`config.mk`:
```
export PLATFORM = sky130hd
export DESIGN_NAME = store_unit
export DESIGN_NICKNAME = d
export VERILOG_FILES = /design/src/core/store_pkg.sv /design/src/core/store_chk_if.sv /design/src/core/store_check.sv /design/src/core/store_format.sv /design/src/core/store_unit.sv
export SDC_FILE = /design/constraint.sdc
export NUM_CORES = 1
export LEC_CHECK = 0
export BUFFER_PORTS_ARGS = -buffer_cell sky130_fd_sc_hd__buf_2
export CORE_ASPECT_RATIO = 1.75
export CORE_MARGIN = 2
export CORE_UTILIZATION = 56
export DETAILED_ROUTE_END_ITERATION = 12
export PLACE_DENSITY_LB_ADDON = 0.15
export RECOVER_POWER = 100
export SYNTH_ARGS = -nofsm -noshare
export SYNTH_HDL_FRONTEND = slang
export SYNTH_SLANG_ARGS = --single-unit
```
`constraint.sdc`:
```
create_clock -name core_clk -period 5.35 [get_ports core_clk]
set_input_delay 1.3375 -clock core_clk [delete_from_list [all_inputs] [get_ports core_clk]]
set_output_delay 1.3375 -clock core_clk [all_outputs]
set_load 0.005 [all_outputs]
```
`src/core/store_pkg.sv`:
```
// shared widths, encodings and constants for the register store unit
// assumes the core supplies the effective address already formed
package store_pkg;

    // ==========================================================
    // widths
    localparam int ADDR_W = 32;
    localparam int DATA_W = 32;
    localparam int REGN_W = 5;
    localparam int SRC_WORDS = 4;
    localparam int BYTE_W = 8;
    localparam int HALF_W = 16;

    // ==========================================================
    // store variants
    typedef enum logic [2:0] {
        write_word      = 3'h0,
        write_ord_byte  = 3'h1,
        write_ord_half  = 3'h2,
        write_int_byte  = 3'h3,
        write_int_half  = 3'h4,
        write_long      = 3'h5,
        write_triple    = 3'h6,
        write_quad      = 3'h7
    } store_op_e;

    // fault codes reported at the end of an instruction
    typedef enum logic [2:0] {
        flt_none                = 3'h0,
        fault_a                 = 3'h1,
        bad_operand_fault       = 3'h2,
        misaligned_access_fault = 3'h3,
        arith_overflow_fault    = 3'h4
    } fault_code_e;

    // width of one memory write beat
    typedef enum logic [1:0] {
        size_byte = 2'h0,
        size_half = 2'h1,
        size_word = 2'h2
    } write_size_e;

    // ==========================================================
    // address and data constants
    localparam logic [ADDR_W-1:0] WORD_STEP = 32'h00000004;
    localparam logic [3:0] MASK_HALF = 4'h1;
    localparam logic [3:0] MASK_WORD = 4'h3;
    localparam logic [3:0] MASK_LONG = 4'h7;
    localparam logic [3:0] MASK_QUAD = 4'hF;
    localparam logic [3:0] MASK_NONE = 4'h0;
    localparam logic [DATA_W-1:0] BYTE_MASK = 32'h000000FF;
    localparam logic [DATA_W-1:0] HALF_MASK = 32'h0000FFFF;
    localparam logic [1:0] LAST_ONE = 2'h0;
    localparam logic [1:0] LAST_TWO = 2'h1;
    localparam logic [1:0] LAST_THREE = 2'h2;
    localparam logic [1:0] LAST_FOUR = 2'h3;
    localparam logic [1:0] IDX_ONE = 2'h1;
    localparam logic [2:0] CNT_ONE = 3'h1;

endpackage

```
`src/core/store_chk_if.sv`:
```
// bundle between the store sequencer, its checker and its formatter
// assumes all three sit on the same core clock
interface store_chk_if;
    import store_pkg::*;

    store_op_e op;
    logic [REGN_W-1:0] src_num;
    logic [ADDR_W-1:0] addr;
    logic [DATA_W-1:0] src0;
    logic unal_en;
    logic prot;
    logic type_f;
    logic operand_f;
    logic misalign;
    logic overflow;
    logic [1:0] last_idx;
    logic [DATA_W-1:0] word;
    logic [DATA_W-1:0] wdata;
    write_size_e size;

    modport core (output op, src_num, addr, src0, unal_en, prot, word,
                  input type_f, operand_f, misalign, overflow, last_idx,
                  wdata, size);
    modport chk (input op, src_num, addr, src0, unal_en, prot,
                 output type_f, operand_f, misalign, overflow, last_idx);
    modport fmt (input op, word, output wdata, size);
endinterface

```
`src/core/store_check.sv`:
```
// fault classification for one store request, purely combinational
// assumes the protection verdict arrives from the memory map logic
module store_check (
    store_chk_if.chk c // request in, verdicts out
);
    import store_pkg::*;

    // ==========================================================
    // register number and alignment
    wire is_long = (c.op == write_long);
    wire is_tq = (c.op == write_triple) || (c.op == write_quad);
    wire is_half = (c.op == write_ord_half) || (c.op == write_int_half);
    wire [3:0] amask = is_tq ? MASK_QUAD :
                       is_long ? MASK_LONG :
                       (c.op == write_word) ? MASK_WORD :
                       is_half ? MASK_HALF : MASK_NONE;

    // protection verdict is passed through untouched
    assign c.type_f = c.prot;
    assign c.operand_f = (is_long && c.src_num[0]) ||
                         (is_tq && (c.src_num[1:0] != 2'h0));
    assign c.misalign = c.unal_en && ((c.addr[3:0] & amask) != 4'h0);

    // ==========================================================
    // signed narrow range: upper bits must all match
    wire [DATA_W-BYTE_W-1:0] hi_b = c.src0[DATA_W-1:BYTE_W];
    wire [DATA_W-HALF_W-1:0] hi_h = c.src0[DATA_W-1:HALF_W];
    wire ovf_b = (|hi_b) && !(&hi_b);
    wire ovf_h = (|hi_h) && !(&hi_h);
    // misalignment outranks overflow on the signed half store
    assign c.overflow = ((c.op == write_int_byte) && ovf_b) ||
                        ((c.op == write_int_half) && ovf_h &&
                         !c.misalign);

    // beats per instruction, minus one
    assign c.last_idx = (c.op == write_quad) ? LAST_FOUR :
                        (c.op == write_triple) ? LAST_THREE :
                        is_long ? LAST_TWO : LAST_ONE;
endmodule

```
`src/core/store_format.sv`:
```
// shapes one source word into a memory write beat
// assumes byte-lane steering by endianness happens downstream
module store_format (
    store_chk_if.fmt f // word in, beat out
);
    import store_pkg::*;

    // ==========================================================
    // narrow variants keep only their low bits
    wire nb = (f.op == write_ord_byte) || (f.op == write_int_byte);
    wire nh = (f.op == write_ord_half) || (f.op == write_int_half);

    assign f.wdata = nb ? (f.word & BYTE_MASK) :
                     nh ? (f.word & HALF_MASK) : f.word;
    assign f.size = nb ? size_byte : nh ? size_half : size_word;
endmodule

```
`src/core/store_unit.sv`:
```
// sequencer for the register-to-memory store family
// assumes the address is formed upstream and the write path
// takes one word beat per mem_wr_valid and mem_wr_ready handshake
// Summary of operation
// - destination address from any addressing mode is taken as given.
// - byte stores write low 8 bits, half stores low 16 bits.
// - unsigned narrow stores truncate silently, never overflow.
// - signed overflow still writes; sets flag if masked, else faults.
// - signed byte overflows when bits 31..8 are mixed.
// - signed half overflows when bits 31..16 are mixed.
// - word, long, triple, quad write 4, 8, 12, 16 bytes from registers.
// - long store from odd register: operand fault, no write.
// - triple or quad from register not multiple of four: operand fault.
// - protection check first; violation gives type fault, no write.
// - misaligned half store with checking on: write, then fault.
// - misaligned word/long/triple/quad with checking on: write all, fault.
// - word k of a group goes to address plus four times k.
// - register check after protection, before alignment check.
module store_unit (
    input wire logic core_clk, // core clock, 50 MHz
    input wire logic rst_b, // synchronous reset, active low
    input wire logic req_valid, // store request present
    output logic req_ready, // unit idle, can take a request
    input wire store_pkg::store_op_e req_op, // store variant
    input wire logic [store_pkg::REGN_W-1:0] req_src_num, // first reg
    input wire logic [store_pkg::ADDR_W-1:0] req_addr, // effective addr
    input wire logic [4*store_pkg::DATA_W-1:0] req_src, // regs n..n+3
    input wire logic req_prot, // write hits protected ram or regs
    input wire logic unal_fault_en, // unaligned fault checking on
    input wire logic overflow_mask_bit, // overflow masked into flag
    output logic mem_wr_valid, // write beat present
    input wire logic mem_wr_ready, // write path takes the beat
    output logic [store_pkg::ADDR_W-1:0] mem_wr_addr, // beat address
    output logic [store_pkg::DATA_W-1:0] mem_wr_data, // beat data
    output store_pkg::write_size_e mem_wr_size, // beat width
    output logic done, // instruction finished, one cycle
    output logic fault_valid, // fault with done, one cycle
    output store_pkg::fault_code_e fault_code, // which fault
    output logic overflow_flag_bit // set overflow flag, one cycle
);
    import store_pkg::*;

    // ==========================================================
    // state
    typedef enum logic [1:0] {
        st_idle  = 2'h0,
        st_write = 2'h1,
        st_done  = 2'h2
    } seq_state_e;

    seq_state_e state_reg, state_next;
    logic ready_reg;
    logic wvalid_reg;
    logic [ADDR_W-1:0] waddr_reg;
    logic [DATA_W-1:0] wdata_reg;
    write_size_e wsize_reg;
    logic done_reg;
    logic fvalid_reg;
    fault_code_e fcode_reg;
    logic ovf_set_reg;
    store_op_e op_reg;
    logic [4*DATA_W-1:0] src_reg;
    logic [1:0] idx_reg;
    logic [1:0] last_reg;
    fault_code_e pend_reg, pend_next;
    logic pend_ovf_reg, pend_ovf_next;
    logic om_reg;
    logic [2:0] beat_cnt_reg;

    store_chk_if ci();

    // ==========================================================
    // helpers: fault checker and beat formatter
    store_check u_check (
        .c(ci.chk)
    );

    store_format u_format (
        .f(ci.fmt)
    );

    // ==========================================================
    // request decode
    wire accept = req_valid && ready_reg;
    wire beat_take = wvalid_reg && mem_wr_ready;
    wire last_beat = (idx_reg == last_reg);
    wire early_fault = ci.type_f || ci.operand_f;
    wire [1:0] idx_sel = accept ? 2'h0 : idx_reg + IDX_ONE;
    wire [4*DATA_W-1:0] src_sel = accept ? req_src : src_reg;

    // checker and formatter see the live op on accept; the captured op drives later beats
    assign ci.op = accept ? req_op : op_reg;
    assign ci.src_num = req_src_num;
    assign ci.addr = req_addr;
    assign ci.src0 = req_src[DATA_W-1:0];
    assign ci.unal_en = unal_fault_en;
    assign ci.prot = req_prot;
    // register n+k feeds beat k
    assign ci.word = src_sel[idx_sel*DATA_W +: DATA_W];

    // ==========================================================
    // fault selection in documented priority
    always_comb begin
        pend_next = flt_none;
        pend_ovf_next = 1'b0;
        if (ci.type_f) begin
            pend_next = fault_a;
        end else if (ci.operand_f) begin
            pend_next = bad_operand_fault;
        end else if (ci.misalign) begin
            pend_next = misaligned_access_fault;
        end else if (ci.overflow) begin
            pend_ovf_next = overflow_mask_bit;
            pend_next = overflow_mask_bit ? flt_none : arith_overflow_fault;
        end
    end

    // ==========================================================
    // next state
    always_comb begin
        state_next = state_reg;
        unique case (state_reg)
            st_idle: begin
                if (accept) begin
                    state_next = early_fault ? st_done : st_write;
                end
            end
            st_write: begin
                if (beat_take && last_beat) begin
                    state_next = st_done;
                end
            end
            st_done: begin
                state_next = st_idle;
            end
            default: begin
                state_next = st_idle;
            end
        endcase
    end

    // ==========================================================
    // sequencer state and captured request
    always_ff @(posedge core_clk) begin
        if (!rst_b) begin
            state_reg <= st_idle;
            op_reg <= write_word;
            src_reg <= '0;
            last_reg <= 2'h0;
            pend_reg <= flt_none;
            pend_ovf_reg <= 1'b0;
            om_reg <= 1'b0;
        end else begin
            state_reg <= state_next;
            if (accept) begin
                op_reg <= req_op;
                src_reg <= req_src;
                last_reg <= ci.last_idx;
                pend_reg <= pend_next;
                pend_ovf_reg <= pend_ovf_next;
                om_reg <= overflow_mask_bit;
            end
        end
    end

    // ready is low for the whole instruction
    always_ff @(posedge core_clk) begin
        if (!rst_b) begin
            ready_reg <= 1'b0;
        end else begin
            ready_reg <= (state_next == st_idle);
        end
    end

    // ==========================================================
    // write beats; type and operand fault requests never raise valid
    always_ff @(posedge core_clk) begin
        if (!rst_b) begin
            wvalid_reg <= 1'b0;
            idx_reg <= 2'h0;
            waddr_reg <= '0;
            wdata_reg <= '0;
            wsize_reg <= size_word;
        end else if (accept) begin
            wvalid_reg <= !early_fault;
            idx_reg <= 2'h0;
            waddr_reg <= req_addr;
            wdata_reg <= ci.wdata;
            wsize_reg <= ci.size;
        end else if (beat_take) begin
            wvalid_reg <= !last_beat;
            idx_reg <= idx_sel;
            waddr_reg <= waddr_reg + WORD_STEP;
            wdata_reg <= ci.wdata;
            wsize_reg <= ci.size;
        end
    end

    // ==========================================================
    // completion report, one cycle after st_done, two after the last beat is taken
    always_ff @(posedge core_clk) begin
        if (!rst_b) begin
            done_reg <= 1'b0;
            fvalid_reg <= 1'b0;
            fcode_reg <= flt_none;
            ovf_set_reg <= 1'b0;
        end else begin
            done_reg <= (state_reg == st_done);
            fvalid_reg <= (state_reg == st_done) && (pend_reg != flt_none);
            fcode_reg <= (state_reg == st_done) ? pend_reg : flt_none;
            ovf_set_reg <= (state_reg == st_done) && pend_ovf_reg;
        end
    end

    // beats taken by the write path, checked against fault reports
    always_ff @(posedge core_clk) begin
        if (!rst_b) begin
            beat_cnt_reg <= 3'h0;
        end else if (accept) begin
            beat_cnt_reg <= 3'h0;
        end else if (beat_take) begin
            beat_cnt_reg <= beat_cnt_reg + CNT_ONE;
        end
    end

    assign req_ready = ready_reg;
    assign mem_wr_valid = wvalid_reg;
    assign mem_wr_addr = waddr_reg;
    assign mem_wr_data = wdata_reg;
    assign mem_wr_size = wsize_reg;
    assign done = done_reg;
    assign fault_valid = fvalid_reg;
    assign fault_code = fcode_reg;
    assign overflow_flag_bit = ovf_set_reg;
endmodule

```
**After elaboration in Yosys (flattened, before gate mapping)**

Cells that the tools add are included.

- Logic and storage cells: 103
- Flip-flop bits (word level): 215
- Input port bits: 175

- Reductions and logical operators: 37
- Bitwise gates (word level): 2
- Add/sub/neg operators: 2
- Muxes and demuxes: 35
- Shift-type cells: 1
- Equal/unequal tests: 10

Operators with widths:

| kind | number |
|---|---|
| $mux W32 | 6 |
| $mux W128 | 1 |
| $shiftx A128 B8 Y32 | 1 |
| $add A32 B3 Y32 const B | 1 |
| $reduce_and A24 Y1 | 1 |
| $reduce_or A24 Y1 | 1 |
| $mux W2 | 10 |
| $mux W3 | 6 |
| $reduce_and A16 Y1 | 1 |
| $reduce_or A16 Y1 | 1 |
| $logic_and A1 B1 Y1 | 13 |
| $eq A3 B3 Y1 const B | 4 |
| $mux W4 | 3 |
| $mux W1 | 8 |
| $eq A3 B2 Y1 const B | 2 |
| $logic_or A1 B1 Y1 | 6 |
| $logic_not A1 Y1 | 5 |
| $and A4 B4 Y4 | 1 |
| $logic_not A2 Y1 | 2 |
| $pmux W2 S2 | 1 |
| $reduce_bool A2 Y1 | 2 |
| $reduce_bool A4 Y1 | 1 |
| $eq A3 B1 Y1 const B | 1 |
| $logic_not A3 Y1 | 1 |
| 8 further kinds | 8 |

**Logic depth before layout (Yosys ltp)**

Gate-level depths: netlist of run 1.

- Depth after elaboration: 18
- Mapped depth: 8

**By module**

From an unflattened synthesis of run 1, not the netlist that was laid out.

- Cell total of the unflattened synthesis: 1,275
- Area, all modules: 9,805.7 um^2

By module, submodules not included:

| module | cells each | area each (um^2) | times used |
|---|---|---|---|
| store_unit | 1,164 | 9,105.0 | 1 |
| store_format | 75 | 476.7 | 1 |
| store_check | 36 | 224.0 | 1 |

**Worst setup path before layout of run 1**

Ideal clock, no wire load.

- Path type: input to register
- Start: input port req_valid
- End: register pend_ovf_reg
- Path slack: 2,691 ps
- Required time: 5,233 ps
- Path buffers: 0
- Arrival: 2,542 ps
- Cell stages on the path: 6
- Path through: a211o_1 -> a211oi_2 -> o21ai_1 -> a31oi_1 -> nor3b_2 -> a32o_1

- Word-level cells in the longest chain between the ends: 18
- Elaborated cells between the ends (all ways): 30
- Those cells by class: 6 x eq/ne; 9 x mux; 1 x bitwise; 14 x reduce/logical

Ends and longest elaborated chain:

| what | RTL line | source |
|---|---|---|
| start, declared | store_unit.sv:22 | `input wire logic req_valid,` |
| $logic_and A1 B1 Y1 * | store_unit.sv:84 | `wire accept = req_valid && ready_reg;` |
| $mux W3 | - |  |
| $eq A3 B2 Y1 / $eq A3 B3 Y1 (equally long branches) | store_check.sv:12, store_check.sv:32 |  |
| $logic_or A1 B1 Y1 | store_check.sv:12 | `wire is_half = (c.op == write_ord_half) \|\| (c.op == write_int_half);` |
| $mux W1 | store_check.sv:16 | `is_half ? MASK_HALF : MASK_NONE;` |
| $mux W4 | store_check.sv:15 | `(c.op == write_word) ? MASK_WORD :` |
| $mux W4 | store_check.sv:14 | `is_long ? MASK_LONG :` |
| $mux W4 | store_check.sv:13 | `wire [3:0] amask = is_tq ? MASK_QUAD :` |
| (+2 left out) | - |  |
| $logic_and A1 B1 Y1 | store_check.sv:22 | `assign c.misalign = c.unal_en && ((c.addr[3:0] & amask) != 4'h0);` |
| $logic_not A1 Y1 | store_check.sv:33 | `!c.misalign);` |
| $logic_and A1 B1 Y1 | store_check.sv:32 | `((c.op == write_int_half) && ovf_h &&` |
| $logic_or A1 B1 Y1 | store_check.sv:31 | `assign c.overflow = ((c.op == write_int_byte) && ovf_b) \|\|` |
| $mux W1 | store_unit.sv:112 | `end else if (ci.overflow) begin` |
| $mux W1 | store_unit.sv:110 | `end else if (ci.misalign) begin` |
| $mux W1 | store_unit.sv:108 | `end else if (ci.operand_f) begin` |
| $mux W1 | store_unit.sv:106 | `if (ci.type_f) begin` |
| end signal, assigned | store_unit.sv:160 | `pend_ovf_reg <= pend_ovf_next;` |
| end, declared | store_unit.sv:66 | `logic pend_ovf_reg, pend_ovf_next;` |

Every way passes the cells marked *; elsewhere a longest branch is shown, timed or not.
A chain may end at the register's enable or synchronous reset.

**Worst setup path in the final report of run 1**

- Start: input port req_valid
- End: register wdata_reg[17] (netlist: mem_wr_data[17])

- Word-level cells in the longest chain between the ends: 8
- Elaborated cells between the ends (all ways): 16
- Those cells by class: 4 x eq/ne; 1 x shift; 7 x mux; 4 x reduce/logical

Ends and longest elaborated chain:

| what | RTL line | source |
|---|---|---|
| $logic_and A1 B1 Y1 * | store_unit.sv:84 |  |
| branches (longest 7 deep; another with $mux W128) | - |  |
| end signal, assigned | store_unit.sv:188 | `wdata_reg <= ci.wdata;` |
| end signal, assigned | store_unit.sv:194 | `wdata_reg <= ci.wdata;` |
| end, declared | store_unit.sv:55 | `logic [DATA_W-1:0] wdata_reg;` |

Mark *: on every way between the ends. The select of a mux whose other input is x is not followed.

==> impl_metrics.csv, run 1 <==
group,metric,value,unit
layout,layout-drive-gt1-share,22.4,%
setup_path,critPathLaunchType,"input pin",
sta,fin_skew,8.75,ps
global_routing,grt_pass1_wl,39000,um
drt,ant_nets,0,
global_routing,grt_max_degree,134,
clocking,ctsResizeCount,0,
layout,final_common_cell,"nand2_1",
drt,drc,0,
layout,fin_cells,1494,
worst_hold_path,hold_path_class,"reg2reg",
setup_path,critical_path_class,"in2reg",
clocking,cts_hold_buf,0,
logic_synthesis,synth_nets,1270,
floorplanning,row_count,62,
logic_synthesis,async_flop_share,0,%
sta,worst_pin_slew,1820,ps
setup_path,crit_slowest_cell,"and2_0",
setup_path,cp_max_fo,55,
pwr,ir_drop,0.272,mV
drt,wl,24400,um
drt,viasPerCell,5.62,
logic_synthesis,avgSynthCellArea,8.45,um^2
logic_synthesis,ys_warn_count,0,
logic_synthesis,ys_seq_elements,215,
sta,slew_headroom,-21.0,%
setup_path,worstPathCellList,"clkbuf_1 > and2_0 > clkbuf_2 > nand2_1 > a21o_1 > a21oi_1",
setup_path,critPathRequiredTime,5760,ps
clocking,cts_buffers,20,
sta,fin_crit_sh,79.2,%
sta,tns,0,ps
floorplanning,fp.coreArea,16300,um^2
global_routing,antenna_found_initial,2,
sta,period_minus_slack,4240,ps
status,violations,"capacitance limit, slew limit",
clocking,post_cts_buffers,0,
drt,firstDrtPassIters,5,
clocking,cts_buffer_depth,3,
clocking,root_buffer,"clkbuf_16",
floorplanning,dieArea,17600,um^2
clocking,htree_levels,1,
layout,nets,1467,
setup_path,critPathCaptureType,"flop",
placement,port_buffers,245,
sta,rsz0062_at_grt,"false",
drt,drtIter0Drc,443,
logic_synthesis,syn_inst,1094,
sta,fmax,236,MHz
logic_synthesis,synthFlopType,"dfxtp_1",
logic_synthesis,synth_top_area_share,46.5,%
sta,drv_slew,220,
floorplanning,die_h,174,um
pwr,power.leakage,4.21,nW
sta,hold_viol,0,
run,cap_violations,3,
placement,dp.cells,1461,
setup_path,startpoint,"req_valid",
setup_path,slowest_delay,1370,ps
clocking,clock_latency,490,ps
floorplanning,start_util,56.8,%
global_routing,overflow,0,
logic_synthesis,yosysUniqueCellTypes,53,
status,outcome,"finished, violations left",
sta,hold_slack,449,ps
global_routing,grt.total_usage,27.1,%
logic_synthesis,synth_area_leaders,"dfxtp_1 (47%), nand2_1 (14%), a21oi_1 (9.6%), mux4_2 (7.8%), nor2_1 (2.1%)",
floorplanning,pin_count,249,
layout,syn_to_final_growth,19.2,%
pwr,powerDensity,324,nW/um^2
clocking,clock_sinks,215,
logic_synthesis,synth-edff-count,0,
floorplanning,die_x,101,um
logic_synthesis,netlist_area,9250,um^2
layout,layout_common_cells,"nand2_1 (335), dfxtp_1 (213), buf_2 (199)",
drt,vias,8400,
sta,finalSetupViolations,0,
global_routing,grt_pass1_vias,8148,
worst_hold_path,hold_start,"src_reg[122]$_SDFF_PN0_",
setup_path,cp.arrival,4640,ps
placement,gp_congestion,0.871,
clocking,path_clk_slew,60,ps
clocking,tritoncts,"built",
logic_synthesis,seq_area_frac_synth,46.5,%
placement,hpwl,16400,um
drt,wire_per_inst,16.4,um
layout,largest_reg_flops,128,
setup_path,reg2reg_from,"req_ready$_SDFF_PN0_",
logic_synthesis,synth_top_area_cell,"dfxtp_1",
layout,nFillCells,1462,
cell usage after synthesis (3+ instances only):
library cell / count
nand2_1: 336
dfxtp_1: 215
a21oi_1: 177
nor2_1: 52
clkbuf_1: 43
mux4_2: 32
nand3_1: 24
xor2_1: 22
a211oi_1: 18
buf_2: 18
a21o_1: 16
nand4_1: 15
o21ai_0: 14
xnor2_1: 12
buf_1: 10
a311oi_1: 9
and2_1: 7
nor4_1: 7
nor3_1: 6
inv_1: 5
a31oi_1: 4
and3_1: 4
a211oi_2: 3
and3_2: 3
and4_1: 3
buf_4: 3
clkbuf_8: 3
layer usage:
layer  GRT usage (%)  up-vias  wire (um)
li1                -     4146          -
met1            31.8     3924       9440
met2            48.8      287      12800
met3            4.78       43       1560
met4            9.35        0        633
met5               0        -          0
worst paths after layout:
kind | to | slack (ps) | depth (start not counted)
hold reg to reg | src_reg[122]$_SDFF_PN0_ | 450 | 2
setup / recovery | mem_wr_data[17]$_SDFFE_PN0P_ | 1110 | 6
setup reg to reg | mem_wr_data[17]$_SDFFE_PN0P_ | 1750 | 5
hold / removal | src_reg[122]$_SDFF_PN0_ | 450 | 2
cell families (layout without fill, tap and decap cells):
| kind of cell | after synthesis | in the layout | synth area share [%] |
|---|---|---|---|
| XOR/XNOR | 34 | 34 | 3.22 |
| AO/OA/AOI/OAI | 253 | 253 | 15.7 |
| buffers and inverters | 84 | 290 | 4.26 |
| other | 0 | 2 | 0 |
| adder cells (fa/ha/maj) | 1 | 1 | 0.135 |
| flip-flops | 215 | 215 | 46.5 |
| multiplexers | 36 | 36 | 8.28 |
| AND/OR/NAND/NOR | 471 | 471 | 21.9 |
report_power, final:
group          switching [mW]  total (mW)  internal, mW
combinational           0.217       0.373         0.156
sequential             0.0585        1.74          1.68
clock                   0.590        1.46         0.874
total                   0.865        3.58          2.71
cell type report:
type                       instances  area [um^2]  area share (%)
multi-input combinational        795         4560            41.3
sequential                       215         4310            39.1
timing repair buffer             254         1220            11.1
clock buffer                      28          602            5.46
tap                              192          240            2.18
clock inverter                     3         65.1           0.590
inverter                           5         23.8           0.216
antenna                            2         5.00          0.0454
stage by stage:
| step | utilization [%] | setup slack (ps) | cell area [um^2] | power, mW |
|---|---|---|---|---|
| after global routing | 67.7 | 919 | 11000 | 3.71 |
| after CTS | 68.1 | 2040 | 11100 | 3.59 |
| after detailed placement | 64.0 | 1570 | 10400 | 2.15 |
| after floorplan | - | 2690 | 9250 | 1.99 |
| after global placement | 64.0 | 1610 | 10400 | 2.14 |
| final | 67.7 | 1110 | 11000 | 3.58 |
worst max-delay path, delay by kind of cell:
| kind | cells | cell delay, ps |
|---|---|---|
| compound gates | 2 | 370 |
| buf+inv | 2 | 1310 |
| simple gates | 2 | 1590 |
Power figures use the tool's default switching activity.
==> inputs of run 2 (changes only) <==
--- a/config.mk
+++ b/config.mk
@@ -8,7 +8,7 @@
 export BUFFER_PORTS_ARGS = -buffer_cell sky130_fd_sc_hd__buf_2
 export CORE_ASPECT_RATIO = 1.75
 export CORE_MARGIN = 2
-export CORE_UTILIZATION = 56
+export CORE_UTILIZATION = 53
 export DETAILED_ROUTE_END_ITERATION = 12
 export PLACE_DENSITY_LB_ADDON = 0.15
 export RECOVER_POWER = 100
==> constraint.sdc (replaced) <==
create_clock -name core_clk -period 4.1 [get_ports core_clk]
set_input_delay 1.025 -clock core_clk [delete_from_list [all_inputs] [get_ports core_clk]]
set_output_delay 1.025 -clock core_clk [all_outputs]
set_load 0.005 [all_outputs]
==> impl_metrics.csv, run 2 (synthesis results as in run 1) <==
group,metric,value,unit
status,outcome,"completed",
worst_hold_path,worstHoldPathCells,2,
pwr,p_switching,1.14,mW
run,cap_violations,0,
floorplanning,die_x,104,um
sta,finalSetupViolations,0,
clocking,cts_buffer_depth,3,
pwr,powerDensity,413,nW/um^2
global_routing,overflow,0,
clocking,clock_sinks,215,
floorplanning,start_util,54.3,%
global_routing,grt.total_usage,25.3,%
drt,drtIter0Drc,443,
sta,period_minus_slack,3130,ps
setup_path,cp.arrival,3530,ps
sta,fmax,319,MHz
setup_path,critPathCaptureType,"flop",
layout,multi_input_area,4550,um^2
sta,worst_pin_slew,1400,ps
setup_path,cp_max_fo,70,
floorplanning,fp.coreArea,17000,um^2
pwr,power.leakage,4.25,nW
setup_path,reg2reg_depth,5,
layout,syn_to_final_growth,19.6,%
pwr,comb_power_share,10.7,%
placement,placedInstanceArea,10500,um^2
worst_hold_path,min_to,"src_reg[124]$_SDFF_PN0_",
setup_path,reg2reg_from,"req_ready$_SDFF_PN0_",
layout,nets,1470,
global_routing,antenna_found_initial,1,
floorplanning,die_h,179,um
clocking,htree_levels,1,
setup_path,r2r_end,"mem_wr_data[26]$_SDFFE_PN0P_",
clocking,root_buffer,"clkbuf_16",
layout,regArea,4310,um^2
setup_path,crit_slowest_cell,"clkbuf_2",
sta,tns,0,ps
layout,fin_area,11100,um^2
sta,fin_skew,7.35,ps
sta,fin_crit_sh,76.4,%
clocking,clock_latency,490,ps
drt,wl,24200,um
setup_path,cp_top_family,"buffers and inverters",
drt,viasPerCell,5.45,
layout,layout-drive-gt1-share,23.2,%
sta,drv_slew,0,
pwr,ir_drop,0.316,mV
pwr,swShare,24.9,%
global_routing,grt_max_degree,193,
floorplanning,pin_count,249,
sta,hold_viol,0,
drt,vias,8350,
placement,gp_congestion,0.812,
pwr,p_seq_share,49.7,%
worst_hold_path,hold_start,"src_reg[124]$_SDFF_PN0_",
clocking,ctsResizeCount,0,
floorplanning,dieArea,18600,um^2
drt,firstDrtPassIters,4,
drt,drc,0,
clocking,tritoncts,"built",
clocking,post_cts_buffers,0,
sta,hold_slack,450,ps
drt,wire_per_inst,15.8,um
placement,hpwl,16400,um
clocking,path_clk_slew,60,ps
worst_hold_path,hold_path_class,"reg2reg",
sta,slew_headroom,6.95,%
drt,ant_nets,0,
pwr,clkPwrFrac,39.6,%
setup_path,crit_buf_inv,2,
pwr,power.internal,3.43,mW
setup_path,slowest_delay,1080,ps
setup_path,critPathLaunchType,"input pin",
setup_path,worstPathCellList,"clkbuf_1 > and2_0 > clkbuf_2 > nand2_1 > a21o_1 > a21oi_1",
setup_path,rrSetupSlack,1280,ps
placement,port_buffers,245,
layout,largest_reg_flops,128,
floorplanning,row_count,63,
layout,final_common_cell,"nand2_1",
setup_path,critPathRequiredTime,4500,ps
global_routing,grt_pass1_vias,8069,
layout,layout_common_cells,"nand2_1 (335), dfxtp_1 (213), buf_2 (210)",
layout,nFillCells,1568,
pwr,totalPowerFinal,4.57,mW
sta,rsz0062_at_grt,"false",
clocking,cts_buffers,21,
clocking,cts_hold_buf,0,
setup_path,critical_path_class,"in2reg",
global_routing,grt_pass1_wl,38700,um
-- run 2: how the worst max path moves through the flow --
stage	startpoint	to	slack, ps	cells after the start
after floorplan	req_valid	pend_ovf_reg$_SDFFE_PN0N_	1750	6
after global placement	req_valid	pend_reg[2]$_SDFFE_PN0N_	1010	8
after detailed placement	req_valid	pend_reg[2]$_SDFFE_PN0N_	980	8
after CTS	req_valid	pend_reg[2]$_SDFFE_PN0N_	1490	8
after global routing	req_valid	mem_wr_size[1]$_SDFFE_PN1P_	730	7
final	req_valid	mem_wr_data[26]$_SDFFE_PN0P_	970	6
-- run 2: stage by stage --
step	instances	worst slack, ps	util (%)
global placement	1498	1010	61.7
finish	1533	967	65.0
floorplan	1094	1750	-
detailed placement	1498	983	61.7
global route	1532	735	65.0
CTS	1532	1490	65.4
-- run 2: worst reg2reg max path, delay by kind of cell (launching register included) --
kind	cells	cell delay (ps)
AND/OR/NAND/NOR	2	770
flip-flops	1	530
buffers and inverters	1	1080
AO/OA/AOI/OAI	2	360
-- run 2: final cells by class --
| cell class | count | area share, % |
|---|---|---|
| clock inverters | 4 | 0.204 |
| multi-input cells | 795 | 41.1 |
| inverters | 5 | 0.215 |
| repair buffers | 256 | 11.5 |
| well taps | 227 | 2.57 |
| diodes | 1 | 0.0226 |
| clock buffers | 30 | 5.51 |
| flip-flops and latches | 215 | 38.9 |
-- run 2: layer usage --
metal | up-vias | wire [um] | global-route usage, %
li1 | 4156 | - | -
met1 | 3910 | 9510 | 29.7
met2 | 250 | 12700 | 47.1
met3 | 34 | 1480 | 4.36
met4 | 0 | 535 | 7.43
met5 | - | 0 | 0
-- run 2: power by group through the flow --
| stage | combinational [mW] | clock [mW] | sequential [mW] |
|---|---|---|---|
| floorplan | 0.298 | 0 | 2.30 |
| global placement | 0.489 | 0 | 2.31 |
| detailed placement | 0.495 | 0 | 2.32 |
| CTS | 0.497 | 1.84 | 2.27 |
| global route | 0.546 | 1.93 | 2.28 |
| finish | 0.489 | 1.81 | 2.27 |
==> inputs of run 3 (changes only) <==
--- a/config.mk
+++ b/config.mk
@@ -5,10 +5,11 @@
 export SDC_FILE = /design/constraint.sdc
 export NUM_CORES = 1
 export LEC_CHECK = 0
+export ABC_AREA = 1
 export BUFFER_PORTS_ARGS = -buffer_cell sky130_fd_sc_hd__buf_2
 export CORE_ASPECT_RATIO = 1.75
 export CORE_MARGIN = 2
-export CORE_UTILIZATION = 53
+export CORE_UTILIZATION = 54
 export DETAILED_ROUTE_END_ITERATION = 12
 export PLACE_DENSITY_LB_ADDON = 0.15
 export RECOVER_POWER = 100
==> constraint.sdc (replaced) <==
create_clock -name core_clk -period 3.2 [get_ports core_clk]
set_input_delay 0.8 -clock core_clk [delete_from_list [all_inputs] [get_ports core_clk]]
set_output_delay 0.8 -clock core_clk [all_outputs]
set_load 0.005 [all_outputs]
==> impl_metrics.csv, run 3 <==
group,metric,value,unit
status,outcome,"finished, violations left",
status,violations,"capacitance limit, slew limit",
drt,drtIter0Drc,631,
logic_synthesis,ys_warn_count,0,
sta,fin_crit_sh,83.7,%
sta,slew_headroom,-4.45,%
logic_synthesis,yosysMostFrequentCell,"nor2_1",
drt,wl,32500,um
floorplanning,row_count,66,
global_routing,grt_pass1_vias,9532,
sta,fmax,374,MHz
logic_synthesis,synth-edff-count,0,
clocking,path_clk_slew,70,ps
pwr,powerDensity,538,nW/um^2
pwr,ir_drop,0.687,mV
global_routing,antenna_found_initial,0,
logic_synthesis,synth_nets,1608,
clocking,cts_hold_buf,0,
sta,fin_skew,13.6,ps
setup_path,cpMostUsedCell,"nand2_1",
setup_path,startpoint,"req_ready$_SDFF_PN0_",
pwr,power.leakage,5.32,nW
pwr,p_switching,1.77,mW
layout,n_antenna_cell,0,
setup_path,reg2reg_from,"req_ready$_SDFF_PN0_",
logic_synthesis,netlist_area,10000,um^2
logic_synthesis,synth_top_area_cell,"dfxtp_1",
worst_hold_path,hold_start,"pend_ovf_reg$_SDFFE_PN0N_",
drt,vias,10200,
setup_path,critPathLaunchType,"flop",
sta,drv_slew,80,
setup_path,critPathRequiredTime,3620,ps
logic_synthesis,synthTopCellsByCount,"nor2_1 (286), nand2_1 (247), dfxtp_1 (215)",
pwr,power.internal,4.69,mW
placement,port_buffers,245,
placement,gp_congestion,0.975,
setup_path,critPathCaptureType,"flop",
floorplanning,die_h,184,um
layout,nets,1807,
floorplanning,dieArea,19700,um^2
floorplanning,die_x,107,um
clocking,htree_levels,1,
floorplanning,fp.coreArea,18400,um^2
placement,hpwl,22800,um
clocking,cts_buffer_depth,3,
clocking,root_buffer,"clkbuf_16",
sta,finalSetupViolations,0,
clocking,clock_sinks,215,
pwr,clkPwrFrac,39.4,%
logic_synthesis,ys_seq_elements,215,
logic_synthesis,synth_area_leaders,"dfxtp_1 (43%), nor2_1 (11%), nand2_1 (9.2%), o21ai_0 (8.3%), a21oi_1 (4.1%)",
clocking,post_cts_buffers,0,
pwr,swShare,27.4,%
layout,syn_to_final_growth,19.6,%
global_routing,grt.total_usage,32.1,%
logic_synthesis,synth_top_area_share,42.9,%
clocking,cts_buffers,21,
pwr,comb_power_share,15.1,%
setup_path,worstPathCellList,"nand2_8 > nand2_1 > inv_1 > clkbuf_2 > nand2_1 > a21oi_1",
clocking,ctsResizeCount,0,
pwr,p_seq_share,45.5,%
setup_path,slowest_delay,910,ps
global_routing,overflow,0,
worst_hold_path,hold_path_class,"reg2reg",
floorplanning,start_util,54.5,%
logic_synthesis,async_flop_share,0,%
drt,drc,0,
setup_path,critical_path_class,"reg2reg",
run,cap_violations,1,
setup_path,crit_slowest_cell,"clkbuf_2",
sta,rsz0062_at_grt,"false",
logic_synthesis,yosysUniqueCellTypes,44,
logic_synthesis,avgSynthCellArea,7.00,um^2
drt,ant_nets,0,
logic_synthesis,synthFlopType,"dfxtp_1",
layout,layout_common_cells,"nor2_1 (285), nand2_1 (248), dfxtp_1 (215)",
layout,largest_reg_flops,128,
logic_synthesis,syn_inst,1432,
clocking,tritoncts,"built",
drt,firstDrtPassIters,5,
layout,final_util,65.1,%
clocking,clock_latency,510,ps
setup_path,cp_max_fo,41,
drt,viasPerCell,5.41,
global_routing,grt_pass1_wl,49400,um
logic_synthesis,seq_area_frac_synth,42.9,%
drt,wire_per_inst,17.3,um
sta,period_minus_slack,2680,ps
sta,worst_pin_slew,1570,ps
floorplanning,pin_count,249,
sta,tns,0,ps
layout,layout-drive-gt1-share,17.1,%
layout,final_common_cell,"nor2_1",
global_routing,grt_max_degree,119,
sta,hold_viol,0,
setup_path,cp.arrival,3100,ps
[run 3: cell types whose count changed in the layout (fill, tap and decap cells not counted), sizes merged, moves of 12 or more]
cell    before  now
xnor2       12    0
o21a         0   19
nand3       26   45
a21oi      177   83
nor2        52  287
o21ai       17  176
a211oi      21    4
xor2        22    6
mux2i        3   27
or2          0   25
nand2      337  249
inv          5  107
mux4        32    0
[run 3: kinds of logic (layout without fill, tap and decap cells)]
logic type,after synthesis,in the layout,synth area share [%]
xor+xnor,6,6,0.524
simple gates,650,650,26.8
flops,215,215,42.9
mux,27,27,2.69
fa+ha+maj,1,1,0.125
compound gates,339,339,18.9
buf+inv,194,408,8.05
[run 3: power groups by stage]
stage	Sequential, mW	Clock (mW)	Combinational [mW]
final	2.94	2.54	0.976
after global routing	2.95	2.66	1.09
after CTS	2.94	2.57	0.991
after detailed placement	3.00	0	0.984
after global placement	2.99	0	0.968
after floorplan	2.97	0	0.623
[run 3: area by class of cell]
class | instances | area, um^2
clock inverters | 6 | 87.6
inverters | 107 | 405
well taps | 238 | 298
clock buffers | 32 | 607
repair buffers | 263 | 1360
multi-input cells | 1023 | 4930
fillers | 1786 | 6420
flip-flops and latches | 215 | 4300
[run 3: stage by stage]
stage | power (mW) | cells | worst slack, ps | hold WS (ps) | instance area, um^2
floorplan | 3.60 | 1432 | 1190 | 408 | 10000
detailed placement | 3.98 | 1846 | 487 | 427 | 11400
global placement | 3.96 | 1846 | 489 | 420 | 11400
finish | 6.46 | 1884 | 523 | 430 | 12000
CTS | 6.49 | 1884 | 931 | 431 | 12100
global route | 6.71 | 1884 | 402 | 443 | 12000
[run 3: metal layers]
metal / track usage (%) / part of all wire [%] / vias to the layer above
met5: 0 / 0 / -
met4: 17.9 / 5.9 / 0
met3: 4.00 / 5.2 / 91
met2: 60.1 / 53 / 338
met1: 34.0 / 36 / 4703
li1: - / - / 5065
[run 3: final timing paths]
check | endpoint | slack, ps | cells past startpoint
max reg2reg | mem_wr_data[10]$_SDFFE_PN0P_ | 520 | 6
min | overflow_flag_bit$_SDFF_PN0_ | 430 | 2
max | mem_wr_data[10]$_SDFFE_PN0P_ | 520 | 6
min reg2reg | overflow_flag_bit$_SDFF_PN0_ | 430 | 2
[run 3: worst max-delay path: cells and delay by family (launching register included)]
kind | cells | cell delay [ps]
and+or+nand+nor | 3 | 660
buffers and inverters | 2 | 1210
AOI/OAI and AO/OA | 1 | 280
DFF | 1 | 420
